[src/shared/uipc_pkg.sv]
package uipc_pkg;
    // Pipe response setting encodings
    localparam logic [1:0] RESP_NAK   = 2'h0;
    localparam logic [1:0] RESP_BUF   = 2'h1;
    localparam logic [1:0] RESP_STALL = 2'h2;
    // Data packet identifier codes (4-bit packet identifier field)
    localparam logic [3:0] PID_DATA0  = 4'h3;
    localparam logic [3:0] PID_DATA1  = 4'hB;
    localparam logic [3:0] PID_DATA2  = 4'h7;
    localparam logic [3:0] PID_MDATA  = 4'hF;
    // Interval exponent width and counter width
    localparam int          EXP_W     = 3;
    localparam logic [2:0]  EXP_RST   = 3'h0;
    localparam int          CNT_W     = 8;
    localparam logic [7:0]  CNT_ZERO  = 8'h00;
    localparam logic [7:0]  CNT_ONE   = 8'h01;
    // Packet size width and buffer parameters
    localparam int          SIZE_W    = 11;
    localparam int          DATA_W    = 8;
    localparam int          BUF_DEPTH = 2;
    // Counter state machine
    typedef enum logic [1:0] {
        UIPC_IDLE  = 2'h0,
        UIPC_ARMED = 2'h1,
        UIPC_RUN   = 2'h3
    } uipc_state_t;
endpackage : uipc_pkg

[src/hw/uipc_iso_pipe.sv]
`timescale 1ns/1ns
module uipc_iso_pipe (
    input  wire logic                        clk_i,
    input  wire logic                        rst_n_i,
    input  wire logic                        controller_enable_i,
    input  wire logic                        sleep_return_i,
    input  wire logic                        host_mode_i,
    input  wire logic                        high_speed_i,
    input  wire logic                        dir_in_i,
    input  wire logic                        suspend_i,
    input  wire logic                        bus_reset_i,
    input  wire logic                        buffer_auto_clear_i,
    input  wire logic                        exp_we_i,
    input  wire logic [uipc_pkg::EXP_W-1:0]  exp_wdata_i,
    input  wire logic [1:0]                  resp_wdata_i,
    input  wire logic                        resp_we_i,
    input  wire logic [uipc_pkg::SIZE_W-1:0] max_packet_size_i,
    input  wire logic                        sof_i,
    input  wire logic                        sof_interp_i,
    input  wire logic                        token_i,
    input  wire logic                        token_pid_ok_i,
    input  wire logic                        token_is_in_i,
    input  wire logic                        buf_empty_i,
    input  wire logic                        buf_has_data_i,
    input  wire logic                        pkt_start_i,
    input  wire logic [3:0]                  pkt_pid_i,
    input  wire logic                        pkt_pid_ok_i,
    input  wire logic                        pkt_crc_err_i,
    input  wire logic [uipc_pkg::SIZE_W-1:0] pkt_size_i,
    input  wire logic                        in_sent_i,
    input  wire logic                        rx_valid_i,
    output logic                             rx_ready_o,
    input  wire logic [uipc_pkg::DATA_W-1:0] rx_data_i,
    input  wire logic                        rx_last_i,
    output logic                             out_valid_o,
    input  wire logic                        out_ready_i,
    output logic [uipc_pkg::DATA_W-1:0]      out_data_o,
    output logic                             out_last_o,
    output logic [uipc_pkg::EXP_W-1:0]       interval_exponent_o,
    output logic [1:0]                       pipe_response_setting_o,
    output logic                             overrun_flag_o,
    output logic                             crc_error_flag_o,
    output logic                             not_ready_interrupt_o,
    output logic                             buffer_empty_interrupt_o,
    output logic                             send_zlp_o,
    output logic                             discard_out_o,
    output logic                             host_token_go_o,
    output logic                             flush_in_o,
    output logic                             token_missed_o,
    output logic [3:0]                       tx_pid_o,
    output logic                             interval_expired_o
);
    // Overview of the pipe logic:
    // - Token checks run in priority order:
    //   bad identifier, then overrun or
    //   underrun, then stray-OUT interval error.
    // - Packet checks run in priority order:
    //   bad identifier, CRC or stuffing,
    //   then oversize.
    // - One interval counter paces the pipe.
    //   It ticks on real and interpolated
    //   SOFs, so a damaged SOF does not
    //   shift the schedule.
    // - A two-entry buffer carries received
    //   words to the sink; words of a
    //   rejected packet are drained.
    // Event outputs are one-cycle pulses that
    // follow their cause combinationally, so
    // the caller samples them in that cycle.
    // Registered state moves on the next edge.
    // Limitation: one pipe only; a controller
    // with several pipes repeats this block.
    // Trade-off: the soft-reset group is
    // decoded once and shared, so a sleep
    // return acts like a hardware reset.

    // Soft reset covers hardware reset, enable drop and sleep return
    wire soft_rst = !rst_n_i || !controller_enable_i || sleep_return_i;

    logic [uipc_pkg::EXP_W-1:0] exponent;
    logic [1:0]                 resp;
    logic [uipc_pkg::CNT_W-1:0] count;
    uipc_pkg::uipc_state_t      state;
    uipc_pkg::uipc_state_t      next_state;
    logic                       good_xfer;
    logic                       seen_in_frame;
    logic                       acl_q;
    logic                       pkt_open;

    // Period decode as a function, used by the expiry compare
    function automatic logic [uipc_pkg::CNT_W-1:0] period_of(
        input logic [uipc_pkg::EXP_W-1:0] e);
        period_of = uipc_pkg::CNT_ONE << e;
    endfunction : period_of

    wire frame_tick = sof_i || sof_interp_i;
    wire resp_buf   = (resp == uipc_pkg::RESP_BUF);
    wire link_hold  = suspend_i || bus_reset_i;
    wire count_en   = frame_tick && resp_buf && !link_hold
                      && !buffer_auto_clear_i
                      && (state == uipc_pkg::UIPC_RUN);
    wire [uipc_pkg::CNT_W-1:0] period = period_of(exponent);
    // Compare with >= so a lowered exponent
    // mid-count ends the interval at once
    // instead of running the counter round.
    wire at_end     = (count >= period - uipc_pkg::CNT_ONE);
    wire expire     = count_en && at_end;

    // Token-time classification in priority order.
    // A token with a bad identifier is dropped
    // before any other test, so it can never
    // raise an interrupt. Overrun and underrun
    // come next; a stray-OUT interval error is only
    // reported when no run error is present; a missed IN is not gated.
    // Host checks are taken at interval expiry,
    // since the host owns the token schedule.
    wire tok_valid  = token_i && token_pid_ok_i;
    wire tok_ovr    = tok_valid && !host_mode_i &&
                      !token_is_in_i && !buf_empty_i;
    wire tok_und    = tok_valid && !host_mode_i &&
                      token_is_in_i && !buf_has_data_i;
    wire host_due   = expire && host_mode_i;
    wire host_ovr   = host_due && resp_buf && dir_in_i
                      && !buf_empty_i;
    wire host_und   = host_due && resp_buf && !dir_in_i
                      && !buf_has_data_i;
    wire run_err    = tok_ovr || tok_und || host_ovr || host_und;
    // Stray OUT outside the interval frame (already seen one)
    wire ivl_out    = tok_valid && !host_mode_i && !token_is_in_i
                      && !run_err && seen_in_frame
                      && (state == uipc_pkg::UIPC_RUN);
    wire miss_tok   = expire && !host_mode_i && !seen_in_frame;
    wire ivl_in     = miss_tok && dir_in_i;
    wire ivl_err    = (ivl_out || ivl_in) && !host_mode_i;

    // Data packet classification in priority order.
    // An unaccepted identifier counts as bad:
    // DATA2 and MDATA only pass at high speed.
    // CRC errors shadow the size test, so an
    // oversize packet with a CRC error gives
    // only the not-ready, CRC and discard events, never a stall.
    wire pid_data   = (pkt_pid_i == uipc_pkg::PID_DATA0) ||
                      (pkt_pid_i == uipc_pkg::PID_DATA1);
    wire pid_hs     = (pkt_pid_i == uipc_pkg::PID_DATA2) ||
                      (pkt_pid_i == uipc_pkg::PID_MDATA);
    wire pid_accept = pid_data || (high_speed_i && pid_hs);
    wire pkt_valid  = pkt_start_i && pkt_pid_ok_i && pid_accept;
    wire pkt_crc    = pkt_valid && pkt_crc_err_i;
    wire pkt_big    = pkt_valid && !pkt_crc_err_i &&
                      (pkt_size_i > max_packet_size_i);
    wire pkt_good   = pkt_valid && !pkt_crc_err_i && !pkt_big;

    // Successful buffered transfer arms the counter start
    wire xfer_ok    = resp_buf && ((in_sent_i && !host_mode_i) ||
                      pkt_good);

    // Interrupt and status pulses; at most one transaction per frame
    assign not_ready_interrupt_o   = run_err || ivl_err || pkt_crc;
    assign overrun_flag_o          = run_err;
    assign crc_error_flag_o        = pkt_crc;
    assign buffer_empty_interrupt_o = pkt_big;
    assign send_zlp_o    = tok_und;
    assign discard_out_o = tok_ovr || (pkt_start_i && !pkt_good);
    assign host_token_go_o = host_due && resp_buf
                             && !host_ovr && !host_und;
    assign flush_in_o    = miss_tok && dir_in_i;
    assign token_missed_o = miss_tok && !dir_in_i;
    assign tx_pid_o      = uipc_pkg::PID_DATA0;
    assign interval_expired_o = expire;
    assign interval_exponent_o = exponent;
    assign pipe_response_setting_o = resp;

    // Exponent field cleared only by the soft-reset group.
    // Auto-clear leaves it alone, so software
    // need not rewrite it after a buffer clear.
    always_ff @(posedge clk_i) begin
        if (soft_rst) begin
            exponent <= uipc_pkg::EXP_RST;
        end else if (exp_we_i) begin
            exponent <= exp_wdata_i;
        end
    end

    // Oversize stall wins over a software write in the same cycle.
    // Hazard: letting the write win would
    // reopen a pipe that just saw a packet
    // larger than its buffer allows.
    always_ff @(posedge clk_i) begin
        if (soft_rst) begin
            resp <= uipc_pkg::RESP_NAK;
        end else if (pkt_big) begin
            resp <= uipc_pkg::RESP_STALL;
        end else if (resp_we_i) begin
            resp <= resp_wdata_i;
        end
    end

    // Counter start state: armed by transfer, running after next SOF.
    // A peripheral waits for a good buffered
    // transfer so the interval lines up with
    // the host's schedule. A host owns the
    // schedule and runs from the start.
    // Suspend or bus reset also block the
    // arming SOF, matching the count hold.
    always_comb begin
        next_state = state;
        unique case (state)
            uipc_pkg::UIPC_IDLE: begin
                if (host_mode_i || xfer_ok) begin
                    next_state = host_mode_i ? uipc_pkg::UIPC_RUN
                                             : uipc_pkg::UIPC_ARMED;
                end
            end
            uipc_pkg::UIPC_ARMED: begin
                if (frame_tick && !link_hold) begin
                    next_state = uipc_pkg::UIPC_RUN;
                end
            end
            uipc_pkg::UIPC_RUN: begin
                next_state = state;
            end
            default: begin
                next_state = uipc_pkg::UIPC_IDLE;
            end
        endcase
    end

    // Auto-clear edge: start state returns to idle and waits to be armed again
    always_ff @(posedge clk_i) begin
        if (soft_rst || buffer_auto_clear_i) begin
            state <= uipc_pkg::UIPC_IDLE;
        end else begin
            state <= next_state;
        end
    end

    // Interval counter; held through pause, suspend and bus reset.
    // NAK or STALL only pauses the count;
    // it resumes from where it stood.
    // Auto-clear zeroes it, and counting
    // restarts once the pipe is armed and running again.
    always_ff @(posedge clk_i) begin
        if (soft_rst || buffer_auto_clear_i) begin
            count <= uipc_pkg::CNT_ZERO;
        end else if (count_en) begin
            count <= at_end ? uipc_pkg::CNT_ZERO
                            : count + uipc_pkg::CNT_ONE;
        end
    end

    // Token seen in the current interval frame; a new token wins.
    // One flag per frame: a second OUT in the
    // same frame is a stray token, as only one
    // transaction per frame is served.
    always_ff @(posedge clk_i) begin
        if (soft_rst || buffer_auto_clear_i) begin
            seen_in_frame <= 1'b0;
        end else if (tok_valid && !run_err) begin
            seen_in_frame <= 1'b1;
        end else if (expire) begin
            seen_in_frame <= 1'b0;
        end
    end

    // Data of a rejected packet is dropped until its last word
    always_ff @(posedge clk_i) begin
        if (soft_rst) begin
            pkt_open <= 1'b0;
            acl_q    <= 1'b0;
        end else begin
            acl_q <= buffer_auto_clear_i;
            if (pkt_start_i) begin
                pkt_open <= pkt_good;
            end else if (rx_valid_i && rx_ready_o && rx_last_i) begin
                pkt_open <= 1'b0;
            end
        end
    end

    // Two-entry skid buffer so a stalled sink loses no word.
    // Each entry holds a byte and its last
    // flag. Ready is combinational on the
    // fill level; data leaves from storage.
    // Limitation: two entries only, so a sink
    // stalled for long stalls the source.
    logic [uipc_pkg::DATA_W:0] mem [uipc_pkg::BUF_DEPTH];
    // Fill levels of the two-entry buffer
    localparam logic [1:0] FILL_EMPTY = 2'h0;
    localparam logic [1:0] FILL_FULL  = 2'h2;
    logic                      wr_ptr;
    logic                      rd_ptr;
    logic [1:0]                fill;
    wire fifo_full  = (fill == FILL_FULL);
    wire fifo_empty = (fill == FILL_EMPTY);
    wire push       = rx_valid_i && rx_ready_o && pkt_open;
    wire pop        = out_valid_o && out_ready_i;
    // Discarded words still drain so the source never hangs
    assign rx_ready_o  = !fifo_full || !pkt_open;
    assign out_valid_o = !fifo_empty;
    assign out_data_o  = mem[rd_ptr][uipc_pkg::DATA_W-1:0];
    assign out_last_o  = mem[rd_ptr][uipc_pkg::DATA_W];

    // Buffer storage and pointers.
    // Cleared one cycle after auto-clear rises,
    // so a word accepted in that cycle is
    // dropped with the rest of the buffer.
    always_ff @(posedge clk_i) begin
        if (soft_rst || acl_q) begin
            wr_ptr <= 1'b0;
            rd_ptr <= 1'b0;
            fill   <= FILL_EMPTY;
            mem[0] <= '0;
            mem[1] <= '0;
        end else begin
            if (push) begin
                mem[wr_ptr] <= {rx_last_i, rx_data_i};
                wr_ptr      <= !wr_ptr;
            end
            if (pop) begin
                rd_ptr <= !rd_ptr;
            end
            fill <= fill + {1'b0, push} - {1'b0, pop};
        end
    end
endmodule : uipc_iso_pipe

[config.mk]
export PLATFORM = sky130hd
export DESIGN_NAME = uipc_iso_pipe
export DESIGN_NICKNAME = d
export VERILOG_FILES = /design/src/shared/uipc_pkg.sv /design/src/hw/uipc_iso_pipe.sv
export SDC_FILE = /design/constraint.sdc
export NUM_CORES = 1
export LEC_CHECK = 0
export BUFFER_PORTS_ARGS = -buffer_cell sky130_fd_sc_hd__buf_4
export CAP_MARGIN = 10
export CORE_MARGIN = 2
export CORE_UTILIZATION = 53
export CTS_CLUSTER_DIAMETER = 200
export DETAILED_ROUTE_END_ITERATION = 6
export GPL_TIMING_DRIVEN = 1
export PLACE_DENSITY_LB_ADDON = 0.05
export REMOVE_ABC_BUFFERS = 1
export SYNTH_ARGS = -nofsm -noshare
export SYNTH_HDL_FRONTEND = slang
export SYNTH_SLANG_ARGS = --single-unit
[constraint.sdc]
create_clock -name clk_i -period 4.25 [get_ports clk_i]
set_clock_uncertainty 0.05 [all_clocks]
set_input_delay 0.2125 -clock clk_i [delete_from_list [all_inputs] [get_ports clk_i]]
set_output_delay 0.2125 -clock clk_i [all_outputs]
set_load 0.02 [all_outputs]
* Word level (Yosys, flattened, before mapping) *
Memories as Yosys holds them, arrays and structs flattened. A register that Yosys moved wholly into a read port is not among the register bits.
Cells that the tools add are included.

word-level totals
  bits in registers = 22
  memory bits (writable) = 18
  input bits = 65
  output and inout bits = 30
  logic and storage cells = 142
  memories = 1

operators by class
  $add $sub $neg = 4
  magnitude comparators = 2
  equal/unequal tests = 10
  shifts and indexed selects = 1
  multiplexer cells = 21
  bitwise logic cells = 1
  reduce and logical (&&, ||, !) cells = 91

memories
  memory  depth  width  read ports  clocked after memory_dff  write ports  RTL line              RTL
  mem     2      9      1           1                         2            uipc_iso_pipe.sv:286  logic [uipc_pkg::DATA_W:0] mem [uipc_pkg::BUF_DEPTH];

operators with widths
  cell                                                                   count
  1-bit logical AND                                                      43
  1-bit zero test                                                        21
  1-bit logical OR                                                       19
  1-bit two-way mux                                                      13
  11-bit > comparator                                                    1
  2-bit two-way mux                                                      5
  9-bit two-way mux                                                      1
  9-bit OR reduction                                                     1
  8-bit by 1-bit adder with 8-bit output, second input constant          1
  4-bit equality test, second input constant                             2
  8-bit greater-or-equal comparator                                      1
  8-bit two-way mux                                                      1
  1-bit by 3-bit << shifter with 8-bit output, first input constant      1
  8-bit by 1-bit subtractor with 8-bit output, second input constant     1
  2-bit one-hot mux with 3 select lines                                  1
  2-bit nonzero test                                                     3
  2-bit by 1-bit equality test with 1-bit output, second input constant  2
  2-bit equality test, second input constant                             2
  4-bit by 2-bit equality test with 1-bit output, second input constant  1
  4-bit by 3-bit equality test with 1-bit output, second input constant  1
  2-bit zero test                                                        2
  2-bit inequality test, second input constant                           2
  3-bit AND reduction                                                    1
  2-bit by 1-bit adder with 2-bit output                                 1
  3 further kinds                                                        3

* Longest topological paths before layout *
Gate-level depths: netlist of the first run.

  depth in word-level cells = 20
  depth in mapped cells = 8
  depth with buffers taken out = 8

* Worst setup path after synthesis of the first run *
OpenSTA, ideal clock, no wires.

  path kind = register to output
  start = reg exponent (netlist bit interval_exponent_o[1])
  end = out token_missed_o
  arrival time = 2.323 ns
  required time = 3.988 ns
  path slack = 1.665 ns
  stages on the path, launching flop included = 9
  path buffers = 1
  cells stage by stage = dfxtp_1 > or3_1 > ha_1 > nor2b_1 > o21ai_0 > a31oi_1 > or2_1 > buf_2 > nor4_1

between the ends
  cells in the longest elaborated chain, start to end = 7

ends and longest elaborated chain
  item                                         RTL line              RTL
  start, declared                              uipc_iso_pipe.sv:80   logic [uipc_pkg::EXP_W-1:0] exponent;
  start signal, assigned                       uipc_iso_pipe.sv:178  exponent <= uipc_pkg::EXP_RST;
  start signal, assigned                       uipc_iso_pipe.sv:180  exponent <= exp_wdata_i;
  1-bit by 3-bit << shifter with 8-bit output  uipc_iso_pipe.sv:93   period_of = uipc_pkg::CNT_ONE << e;
  8-bit by 1-bit subtractor with 8-bit output  uipc_iso_pipe.sv:106  wire at_end = (count >= period - uipc_pkg::CNT_ONE);
  8-bit greater-or-equal comparator            uipc_iso_pipe.sv:106
  1-bit logical AND                            uipc_iso_pipe.sv:107  wire expire = count_en && at_end;
  1-bit logical AND (2 in series)              uipc_iso_pipe.sv:132  wire miss_tok = expire && !host_mode_i && !seen_in_frame;
  1-bit logical AND                            uipc_iso_pipe.sv:167  assign token_missed_o = miss_tok && !dir_in_i;
  end, declared                                uipc_iso_pipe.sv:49   output logic token_missed_o,

No other way between the ends.

* Worst setup path after layout of the first run *
  start = reg exponent (netlist bit interval_exponent_o[0])
  end = out token_missed_o

The elaborated chain is that of the path after synthesis.

==> metrics.md, run 1 <==
| Metric | Value |
|---|---|
| Req. time, crit path | roughly 4 ns |
| Max Root-Sink Buffers | 2 |
| IO Port Bufs | 89 |
| CP cell instances | or3_1 -> ha_1 -> nor2b_1 -> o21ai_0 -> a31oi_1 -> or2_1 -> nor4_1 -> buf_4 |
| Yosys top cell area share | 0.218 |
| Hold_buf cts | 0 |
| Initial core utilization | 0.559 |
| Area contributors post-synth | edfxtp_1 (22%), dfxtp_1 (19%), ha_1 (11%) |
| CP arrival | about 2.4 ns |
| Clock transition at path regs | 0.07 ns |
| Pwr dens | approximately 260 nW/um^2 |
| Setup violations, final | 0 |
| Post-Syn Area | 2480 um^2 |
| NumNets Final | 441 |
| Initial detailed-routing violation count | 57 |
| Hold WC Path Type | input port to flip-flop |
| Max Slew Vio Count | 0 |
| Fraction of layout cells with a size suffix above 1 | 0.315 |
| CTS tree | yes |
| Synth Instances | between 200 and 300 |
| Max Cap Viol | 0 |
| Seq/Total Area, Yosys | 0.403 |
| CP max stage delay | roughly 0.39 ns |
| Grt ovf | 0 |
| TritonCTS Buffers | 5 |
| H-tree depth | 2 |
| Routed length per instance | approximately 12 um |
| Drt total wl | between 5 and 6 mm |
| Peak supply drop | roughly 0.16 mV |
| Pleak | 1.56 nW |
| Final core utilization | 0.744 |
| Worst path top cell family by delay | simple AND/OR/NAND/NOR gates |
| Router iterations before antenna repair | 4 |
| P&R area growth vs syn | 33.2% |
| Total number of yosys warnings | 0 |
| Hold Fails Final Rpt | 0 |
| Routed Antenna Nets | 0 |
| Global-route wire length before repair | around 8.5 mm |
| Synth Flop Type | dfxtp_1 |
| Initial antenna violation count | 0 |
| Met3 usage | 0.0528 |
| Antenna cells | 0 |
| Detail Placement HPWL | ~4 mm |
| Setup bufs post-CTS | 0 |
| Pin count of the biggest net entering global routing | 13 |
| Tcrit/Tclk final | 0.623 |
| Syn Area/Cell | ~9.5 um^2 |
| Non-Filler Instances | around 400 |
| Clk Latency, worst-skew pair | roughly 0.29 ns |
| Top-Level Pins | 95 |
| Placement Rows | 24 |
| Worst slew margin | 0.441 |
| Final min period | about 2.6 ns |
| CORE AREA | between 4000 and 5000 um^2 |
| CP max FO | 6 |
| DR vias/cell | approximately 5.2 |
| Die Ht | ~72 um |
| Status | completed |
| Post-synth top cells | nor2_1 (26), inv_1 (24), dfxtp_1 (23) |
| Fin Setup TNS | 0 ns |
| Total global-route track usage | 0.208 |
| Number of synthesized flops with an enable pin | 18 |
| Cells after DPL | 399 |
| Worst slew pin tran | 0.832 ns |
| Met1 Track Usage GR | 0.240 |
| Worst path slowest cell | or3_1 |
| Number of synthesized register bits | between 40 and 50 |
| Routability cong. | ~0.75 |
| FMAX | approximately 0.38 GHz |
| DR vias | about 2100 |
| Ys async rst share | 0 |
| CTS resizes | 0 |
| Design Power | 845 uW |
| Crit. End Element | primary output |
| DIE AREA | ~5200 um^2 |
| Yosys top cell by area | edfxtp_1 |
| Synth unique cells | 45 |
| RSZ-0062 raised after global routing | no |
| Clk root buf | clkbuf_8 |
| DRC Markers | 0 |
| Clk sinks | slightly above 40 |
| Count leader, synth | nor2_1 |
| Worst setup path category | flip-flop to primary output |
| Worst Setup Start Kind | flip-flop |
| WP buf/inv | 1 |
| M2 GR Usage | 0.368 |
| Vias in the first global route | around 2000 |
| Die Wd | roughly 72 um |
| GR peak layer | met2 |
[through the flow]
step	setup WS [ns]	instance area, um^2	hold slack, ns
6_report	1.60	3310	0.0844
5_1_grt	1.38	3310	0.0740
4_1_cts	1.59	3310	0.0741
3_5_place_dp	1.92	3190	0.389
3_3_place_gp	1.90	3190	0.384
2_1_floorplan	1.73	2440	0.239
[cells in the final DEF, fill, tap and decap left out, types with 4 or more instances in the layout]
| cell type | n |
|---|---|
| a211oi_1 | 5 |
| a21oi_1 | 12 |
| and2_1 | 22 |
| buf_4 | 91 |
| clkbuf_8 | 6 |
| conb_1 | 5 |
| dfxtp_1 | 23 |
| edfxtp_1 | 18 |
| ha_1 | 22 |
| inv_1 | 24 |
| mux2_2 | 9 |
| mux2i_1 | 8 |
| nand2_1 | 9 |
| nand3_1 | 4 |
| nand4_1 | 7 |
| nor2_1 | 26 |
| nor3_1 | 7 |
| nor4_1 | 4 |
| o21ai_0 | 8 |
| xnor2_1 | 4 |
| xor2_1 | 7 |
[sequential cells by signal, summed over array words and instances (netlist names), named ones only]
name	count
state	2
fill	2
acl_q	1
rd_ptr	1
wr_ptr	1
pkt_open	1
count	8
seen_in_frame	1
interval_exponent_o	3
mem	18
pipe_response_setting_o	2
[layer usage]
| layer | vias to the layer above | wire (um) | part of all wire |
|---|---|---|---|
| met2 | 74 | 2500 | 0.49 |
| met5 | - | 0 | 0 |
| li1 | 1106 | - | - |
| met3 | 8 | 345 | 0.068 |
| met1 | 945 | 2150 | 0.42 |
| met4 | 0 | 83 | 0.016 |
[power breakdown]
part	switching [mW]	leakage, nW	total [mW]	internal (mW)
sequential	0.00341	0.396	0.420	0.417
clock	0.125	0.0601	0.299	0.174
combinational	0.0571	1.10	0.126	0.0686
total	0.186	1.56	0.845	0.660
[path summary, 6_finish.rpt]
| check | start | cells after the start | slack (ns) | endpoint |
|---|---|---|---|---|
| max | interval_exponent_o[0]$_SDFFE_PP0P_ | 8 | 1.60 | token_missed_o |
| min | buffer_auto_clear_i | 2 | 0.08 | state[1]$_SDFFE_PP0P_ |
| min reg2reg | rd_ptr$_SDFFE_PP0P_ | 2 | 0.47 | flip-flop |
| max reg2reg | interval_exponent_o[0]$_SDFFE_PP0P_ | 7 | 2.08 | count[4]$_SDFFE_PP0P_ |
[kinds of logic after synthesis]
group	Yosys count	synth area share
muxes	17	0.0731
other	2	0.00303
xor gates and xnor gates	11	0.0388
AOI/OAI and AO/OA	36	0.0902
DFF	41	0.403
and+or+nand+nor	100	0.224
adders and majority gates	22	0.111
buffers and inverters	33	0.0564
[worst register-to-register path, stage by stage, from the launching register on]
cell and delay, ns:
dfxtp_1 0.36, or3_1 0.39, ha_1 0.28, nor2b_1 0.04
o21ai_0 0.17, a31oi_1 0.15, o21ai_1 0.50, nor2_1 0.11
[final cells by class]
| cell class | count | area (um^2) |
|---|---|---|
| flip-flops and latches | 41 | 1000 |
| well taps | 52 | 65.1 |
| repair buffers | 91 | 683 |
| fillers | 352 | 1140 |
| inverters | 24 | 90.1 |
| multi-input cells | 191 | 1350 |
| clock buffers | 8 | 115 |
No activity file was read; power rests on OpenSTA's default activity.
==> run 2, diff against run 1 <==
--- a/config.mk
+++ b/config.mk
@@ -5,10 +5,11 @@
 export SDC_FILE = /design/constraint.sdc
 export NUM_CORES = 1
 export LEC_CHECK = 0
+export ABC_AREA = 1
 export BUFFER_PORTS_ARGS = -buffer_cell sky130_fd_sc_hd__buf_4
 export CAP_MARGIN = 10
 export CORE_MARGIN = 2
-export CORE_UTILIZATION = 53
+export CORE_UTILIZATION = 50
 export CTS_CLUSTER_DIAMETER = 200
 export DETAILED_ROUTE_END_ITERATION = 6
 export GPL_TIMING_DRIVEN = 1
==> constraint.sdc (replaced) <==
create_clock -name clk_i -period 2.65 [get_ports clk_i]
set_clock_uncertainty 0.05 [all_clocks]
set_input_delay 0.1325 -clock clk_i [delete_from_list [all_inputs] [get_ports clk_i]]
set_output_delay 0.1325 -clock clk_i [all_outputs]
set_load 0.02 [all_outputs]
==> run 2 against run 1 <==
Compared with the run above:
- core utilization decreased by 5.8 points
- critical path depth up 7
- count of clock-buffer cells in the layout shrank 3
- synthesized cell count grew 28%
- setup slack lost 1.3 ns
- sequential share of layout area fell by 1.3 points
- routed wire length rose by 6.8%
==> metrics.md, run 2 <==
| Metric | Value |
|---|---|
| Status | completed |
| H-tree depth | 2 (unchanged) |
| Commonest non-fill, non-tap cell in the layout | buf_4 |
| Ys async rst share | 0 (unchanged) |
| Hold Path Origin | pkt_start_i |
| Setup ws final | 0.304 ns (-1.30 ns) |
| Hold Fails Final Rpt | 0 (unchanged) |
| DR vias/cell | 4.72 (-9.9%) |
| Post-Synth Simple-Gate Area | 0.261 (+0.0371) |
| CP max FO | 7 (+1) |
| Pleak | 1.88 nW (+21%) |
| Max Cap Viol | 0 (unchanged) |
| IO Port Bufs | 89 (unchanged) |
| Die Ht | 75.8 um (+4.7%) |
| Vias in the first global route | 2217 (+7.6%) |
| Tcrit/Tclk final | 0.885 |
| RSZ-0062 raised after global routing | no |
| Worst path top cell family by delay | simple AND/OR/NAND/NOR gates |
| Worst hold stages | 3 (+1) |
| Reg with most FFs | mem |
| Grt ovf | 0 (unchanged) |
| Yosys top cell area share | 0.210 (-0.00824) |
| CP max stage delay | 0.35 ns (-0.04 ns) |
| Worst slew pin tran | 0.528 ns (-0.304 ns) |
| Total number of yosys warnings | 0 (unchanged) |
| Drt total wl | 5.42 mm (+6.8%) |
| Setup violations, final | 0 (unchanged) |
| Dpl ws | 0.545 ns (-1.38 ns) |
| Hold_buf cts | 0 (unchanged) |
| CORE AREA | 5040 um^2 (+13%) |
| Fraction of layout cells with a size suffix above 1 | 0.288 (-0.0278) |
| Router iterations before antenna repair | 4 (unchanged) |
| CTS tree | yes |
| Antenna cells | 0 (unchanged) |
| Detail Placement HPWL | 4.42 mm (+9.6%) |
| Synth unique cells | 36 (-20%) |
| Worst hold slack | 0.0457 ns (-0.0387 ns) |
| Cells after DPL | 493 (+24%) |
| Number of flip-flops under the largest register name | 18 (unchanged) |
| Initial core utilization | 0.512 (-0.0469) |
| Reg-to-Reg Start | interval_exponent_o[1]$_SDFFE_PP0P_ |
| TritonCTS Buffers | 5 (unchanged) |
| Routed Antenna Nets | 0 (unchanged) |
| Seq/Total Area, Yosys | 0.388 (-0.0153) |
| Pin count of the biggest net entering global routing | 14 (+1) |
| Worst Setup Start Kind | flip-flop |
| Synth Area in Compound Gates | 0.0582 (-0.0320) |
| Req. time, crit path | 2.47 ns (-1.52 ns) |
| Clk sinks | 41 (unchanged) |
| Initial detailed-routing violation count | 54 (-5.3%) |
| Number of synthesized flops with an enable pin | 18 (unchanged) |
| Die Wd | 75.8 um (+4.7%) |
| Yosys top cell by area | edfxtp_1 |
| Syn Area/Cell | 7.70 um^2 (-19%) |
| Worst r2r path cells | 11 (+4) |
| DRC Markers | 0 (unchanged) |
| Synth Area in Adders | 0.107 (-0.00419) |
| WP buf/inv | 3 (+2) |
| Area contributors post-synth | edfxtp_1 (21%), dfxtp_1 (18%), ha_1 (11%) |
| RR Endpoint | count[3]$_SDFFE_PP0P_ |
| Total global-route track usage | 0.199 (-0.00961) |
| Max Slew Vio Count | 0 (unchanged) |
| Hold endpoint | pkt_open$_SDFFE_PP0P_ |
| P&R area growth vs syn | 34.1% |
| Clk Latency, worst-skew pair | 0.29 ns (about the same) |
| Reg2reg setup slack | 0.74 ns (-1.34 ns) |
| Synth Instances | 335 (+28%) |
| NumNets Final | 517 (+17%) |
| CP cell instances | nor2_1 -> ha_1 -> inv_1 -> nor2_1 -> o21ai_0 -> nand3_1 -> nand2_1 -> nand2_1 -> nand2_2 -> inv_2 -> nand4_2 -> nand2_2 -> nor2_1 -> nand2_1 -> buf_4 |
| Mux contribution to synthesized area | 0.0475 (-0.0256) |
| FMAX | 0.426 GHz |
| Hold WC Path Type | input port to flip-flop |
| Crit. End Element | primary output |
| Final min period | 2.35 ns |
| Worst slew margin | 0.645 (+0.204) |
| DIE AREA | 5750 um^2 (+9.6%) |
| Number of synthesized register bits | 41 (unchanged) |
| Post-Syn Area | 2580 um^2 (+3.9%) |
| Initial antenna violation count | 0 (unchanged) |
| Clock transition at path regs | 0.08 ns (about the same) |
| Count leader, synth | nand2_1 |
| Routed length per instance | 10.8 um (-13%) |
| Worst path slowest cell | dfxtp_2 |
| Global-route wire length before repair | 8.83 mm (+4.1%) |
| DR vias | 2365 (+11%) |
| CP arrival | 2.16 ns (-0.22 ns) |
| Worst setup path category | flip-flop to primary output |
| Non-Filler Instances | 501 (+23%) |
| Synth Flop Type | dfxtp_1 |
| Max Root-Sink Buffers | 2 (unchanged) |
| Fin Setup TNS | 0 ns (unchanged) |
| Peak supply drop | 0.300 mV (+88%) |
| Post-synth top cells | nand2_1 (72), inv_1 (67), nor2_1 (41) |
| Top-Level Pins | 95 (unchanged) |
| Commonest non-fill, non-tap cells in the layout | buf_4 (91), nand2_1 (72), inv_1 (67), nor2_1 (41), ha_1 (22) |
| Xor-xnor portion of the synthesized cell area | 0.0204 (-0.0184) |
| Pwr dens | 424 nW/um^2 (+66%) |
| Routability cong. | 0.766 (+2.4%) |
| Clk root buf | clkbuf_8 |
| Combinational family with the most area after synthesis | simple AND/OR/NAND/NOR gates |
| Placement Rows | 26 (+8.3%) |
==> run 2: area by class of cell <==
cell class              count  area, um^2
clock buffers               5        68.8
well taps                  70        87.6
multi-input cells         222        1290
inverters                  69         259
fillers                   449        1580
flip-flops and latches     41        1000
clock inverters             3        65.1
repair buffers             91         683
==> run 2: repair_timing <==
item                                   CTS  global route
setup endpoints to repair                0             1
endpoints found under the hold margin    0             0
resized for setup                        0             2
setup buffers                            0             0
==> run 2: power breakdown <==
part	total [mW]	internal [mW]	switching, mW
clock network	0.587	0.373	0.214
logic	0.205	0.107	0.0980
registers	0.674	0.669	0.00528
total	1.47	1.15	0.317
==> run 2: worst register-to-register path, stage by stage (launching register included) <==
cell     delay, ns
dfxtp_2       0.35
nor2_1        0.16
ha_1          0.26
inv_1         0.06
nor2_1        0.03
o21ai_0       0.13
nand3_1       0.10
nand2_1       0.09
nand2_1       0.08
nand2_2       0.14
nand2_1       0.18
nor3b_1       0.22
==> run 2: worst max path at each step <==
stage	slack (ns)	cells past startpoint	startpoint	end
floorplan	0.47	10	interval_exponent_o[1]$_SDFFE_PP0P_	host_token_go_o
global placement	0.57	7	controller_enable_i	mem[1][6]$_SDFFCE_PN0P_
global route	0.01	15	interval_exponent_o[1]$_SDFFE_PP0P_	not_ready_interrupt_o
CTS	0.23	15	interval_exponent_o[1]$_SDFFE_PP0P_	not_ready_interrupt_o
detailed placement	0.54	15	interval_exponent_o[1]$_SDFFE_PP0P_	not_ready_interrupt_o
finish	0.30	15	interval_exponent_o[1]$_SDFFE_PP0P_	not_ready_interrupt_o
==> run 2: metrics by stage <==
step	area [um^2]	total power, mW	util
floorplan	2550	0.786	-
global placement	3320	0.891	0.659
detailed placement	3320	0.896	0.659
CTS	3460	1.48	0.686
global route	3460	1.53	0.686
finish	3460	1.47	0.686
==> run 2: metal layers <==
layer	track usage	up-vias	part of all wire	routed length, um
met2	0.354	81	0.48	2630
met3	0.0357	11	0.064	345
met4	0.0819	0	0.016	85
li1	-	1241	-	-
met1	0.234	1032	0.44	2360
met5	0	-	0	0
==> run 2: logic make-up (layout without fill, tap and decap cells) <==
| logic type | count (synthesis) | in the layout |
|---|---|---|
| and+or+nand+nor | 150 | 150 |
| AOI/OAI and AO/OA | 28 | 28 |
| muxes | 11 | 11 |
| DFF | 41 | 41 |
| other | 2 | 5 |
| adders and majority gates | 22 | 22 |
| buffers and inverters | 75 | 168 |
| xor gates and xnor gates | 6 | 6 |
==> run 3, diff against run 2 <==
--- a/config.mk
+++ b/config.mk
@@ -9,7 +9,7 @@
 export BUFFER_PORTS_ARGS = -buffer_cell sky130_fd_sc_hd__buf_4
 export CAP_MARGIN = 10
 export CORE_MARGIN = 2
-export CORE_UTILIZATION = 50
+export CORE_UTILIZATION = 45
 export CTS_CLUSTER_DIAMETER = 200
 export DETAILED_ROUTE_END_ITERATION = 6
 export GPL_TIMING_DRIVEN = 1
==> constraint.sdc (replaced) <==
create_clock -name clk_i -period 2 [get_ports clk_i]
set_clock_uncertainty 0.05 [all_clocks]
set_input_delay 0.1 -clock clk_i [delete_from_list [all_inputs] [get_ports clk_i]]
set_output_delay 0.1 -clock clk_i [all_outputs]
set_load 0.02 [all_outputs]
==> run 3 against run 2 <==
Compared with the run above:
- first-iteration DRC count increased by 44%
- combinational power increased by 40%
- clock power decreased by 3%
- power increased by 19%
- largest cell class unchanged
- critical path depth decreased by 4
- cell count increased by 2.6%
- core utilization decreased by 2.8 points
- sequential share of layout area decreased by 1.1 points
- routed wire length increased by 4.6%
- register-to-register slack got worse by 0.59 ns
- the flow now finishes with violations (setup timing)
- design area increased by 4.7%
==> metrics.md, run 3 (synthesis gave the netlist of run 2 again) <==
| Metric | Value |
|---|---|
| Status | finished with violations |
| Violated checks | setup timing |
| Routed Antenna Nets | 0 (unchanged) |
| NumNets Final | 528 (+2.1%) |
| Detail Placement HPWL | 4.49 mm (+1.6%) |
| FMAX | ~0.45 GHz |
| H-tree depth | 2 (unchanged) |
| Vias in the first global route | 2318 (+4.6%) |
| Reg with most FFs | mem |
| Global-route wire length before repair | 9.40 mm (+6.4%) |
| Clk root buf | clkbuf_8 |
| Drt total wl | 5.68 mm (+4.6%) |
| Clk Latency, worst-skew pair | 0.30 ns (about the same) |
| Clk sinks | 41 (unchanged) |
| Pleak | 1.94 nW (+3.2%) |
| IO Port Bufs | 89 (unchanged) |
| Die Wd | 79.7 um (+5.1%) |
| Peak supply drop | 0.248 mV (-17%) |
| Pwr dens | 483 nW/um^2 (+14%) |
| Worst path top cell family by delay | simple AND/OR/NAND/NOR gates |
| Crit. End Element | primary output |
| Placement Rows | 27 (+3.8%) |
| Worst Setup Start Kind | flip-flop |
| CP arrival | 2.06 ns (-0.10 ns) |
| DR vias/cell | 4.65 (-1.5%) |
| Router iterations before antenna repair | 4 (unchanged) |
| Worst setup path category | flip-flop to primary output |
| Commonest non-fill, non-tap cells in the layout | buf_4 (96), nand2_1 (69), inv_1 (65), nor2_1 (40), dfxtp_1 (20) |
| Max Root-Sink Buffers | 2 (unchanged) |
| Fraction of layout cells with a size suffix above 1 | 0.337 (+0.0494) |
| Worst path slowest cell | dfxtp_4 |
| Routability cong. | 0.833 (+8.7%) |
| Routed length per instance | 11.0 um (+2.0%) |
| Initial core utilization | 0.469 (-0.0431) |
| DIE AREA | 6360 um^2 (+11%) |
| Pin count of the biggest net entering global routing | 16 (+2) |
| Setup violations, final | 6 (+6) |
| DR vias | 2390 (+1.1%) |
| Final min period | 2.21 ns |
| CP max FO | 7 (unchanged) |
| TritonCTS Buffers | 5 (unchanged) |
| Initial antenna violation count | 0 (unchanged) |
| CORE AREA | 5510 um^2 (+9.2%) |
| Initial detailed-routing violation count | 78 (+44%) |
| Clock transition at path regs | 0.09 ns (about the same) |
| P&R area growth vs syn | 40.5% |
| Commonest non-fill, non-tap cell in the layout | buf_4 |
| DRC Markers | 0 (unchanged) |
| Worst hold slack | 0.00590 ns (-0.0398 ns) |
| Max Slew Vio Count | 0 (unchanged) |
| CP most frequent cell | nand2_2 |
| Hold WC Path Type | input port to flip-flop |
| WP buf/inv | 2 (-1) |
| CP max stage delay | 0.38 ns (+0.03 ns) |
| Number of flip-flops under the largest register name | 18 (unchanged) |
| Top-Level Pins | 95 (unchanged) |
| CTS tree | yes |
| CP cell instances | nor2_4 -> nand2_2 -> ha_4 -> nand3_2 -> nand3_2 -> nand2_2 -> nand2_2 -> nand2_4 -> buf_6 -> nor4_4 -> buf_4 |
| Max Cap Viol | 0 (unchanged) |
| Fin Setup TNS | -0.866 ns (-0.866 ns) |
| Antenna cells | 0 (unchanged) |
| Die Ht | 79.7 um (+5.1%) |
| Total global-route track usage | 0.189 (-0.00997) |
| Hold Fails Final Rpt | 0 (unchanged) |
| Tcrit/Tclk final | 1.11 |
| Req. time, crit path | 1.85 ns (-0.62 ns) |
| RSZ-0062 raised after global routing | yes |
| Setup ws final | -0.211 ns (-0.515 ns) |
| Grt ovf | 0 (unchanged) |
==> run 3: cell types whose count changed in the layout (fill, tap and decap cells not counted), sizes merged <==
cell | previous run | this run
dlygate4sd3 | 0 | 1
inv | 68 | 70
bufinv | 2 | 0
buf | 91 | 101
==> run 3: report_power, final <==
part / switching (mW) / internal [mW] / total (mW)
clock network: 0.317 / 0.254 / 0.571
registers: 0.00771 / 0.884 / 0.892
logic: 0.137 / 0.151 / 0.288
total: 0.462 / 1.29 / 1.75
==> run 3: cell type report <==
type,count,area [um^2]
Clock buffer,5,68.8
Clock inverter,3,25.0
Fill cell,509,1880
Inverter,69,259
Multi-Input combinational cell,222,1390
Sequential cell,41,1010
Tap cell,72,90.1
Timing Repair Buffer,102,787
==> run 3: timing repair <==
action | in CTS | in global routing
gates resized for setup | 20 | 8
hold endpoints to repair | 1 | 0
endpoints found under the setup margin | 6 | 6
pin swaps | 6 | 5
hold buffers | 1 | 0
setup buffers | 4 | 1
==> run 3: worst paths after layout <==
| check | start | endpoint | slack (ns) | cells past startpoint |
|---|---|---|---|---|
| max | interval_exponent_o[2]$_SDFFE_PP0P_ | token_missed_o | -0.21 | 11 |
| min | buffer_auto_clear_i | acl_q$_SDFF_PP0_ | 0.006 | 3 |
| max reg2reg | interval_exponent_o[2]$_SDFFE_PP0P_ | count[3]$_SDFFE_PP0P_ | 0.15 | 12 |
| min reg2reg | count[0]$_SDFFE_PP0P_ | count[0]$_SDFFE_PP0P_ | 0.44 | 2 |
==> run 3: metrics by stage <==
stage                     std cells  area (um^2)  worst slack, ns  total power, mW   util
after floorplan                 332         2550           -0.148             1.04      -
after global placement          500         3360           0.0270             1.18  0.611
after detailed placement        500         3360          -0.0581             1.19  0.611
after CTS                       513         3570           -0.185             1.76  0.649
after global routing            514         3620           -0.374             1.83  0.658
final                           514         3620           -0.211             1.75  0.658
==> run 3: metal layers <==
metal  track usage  part of all wire  up-vias  routed length [um]
met3        0.0543             0.070        5                 395
met4        0.0586             0.011        0                  63
met2         0.340              0.50       76                2820
met1         0.214              0.42     1050                2390
li1              -                 -     1259                   -
met5             0                 0        -                   0
==> run 3: tightest hold or removal path, delay by kind of cell <==
family,cells,cell delay [ns]
buffers and inverters,2,0.18
and+or+nand+nor,1,0.03
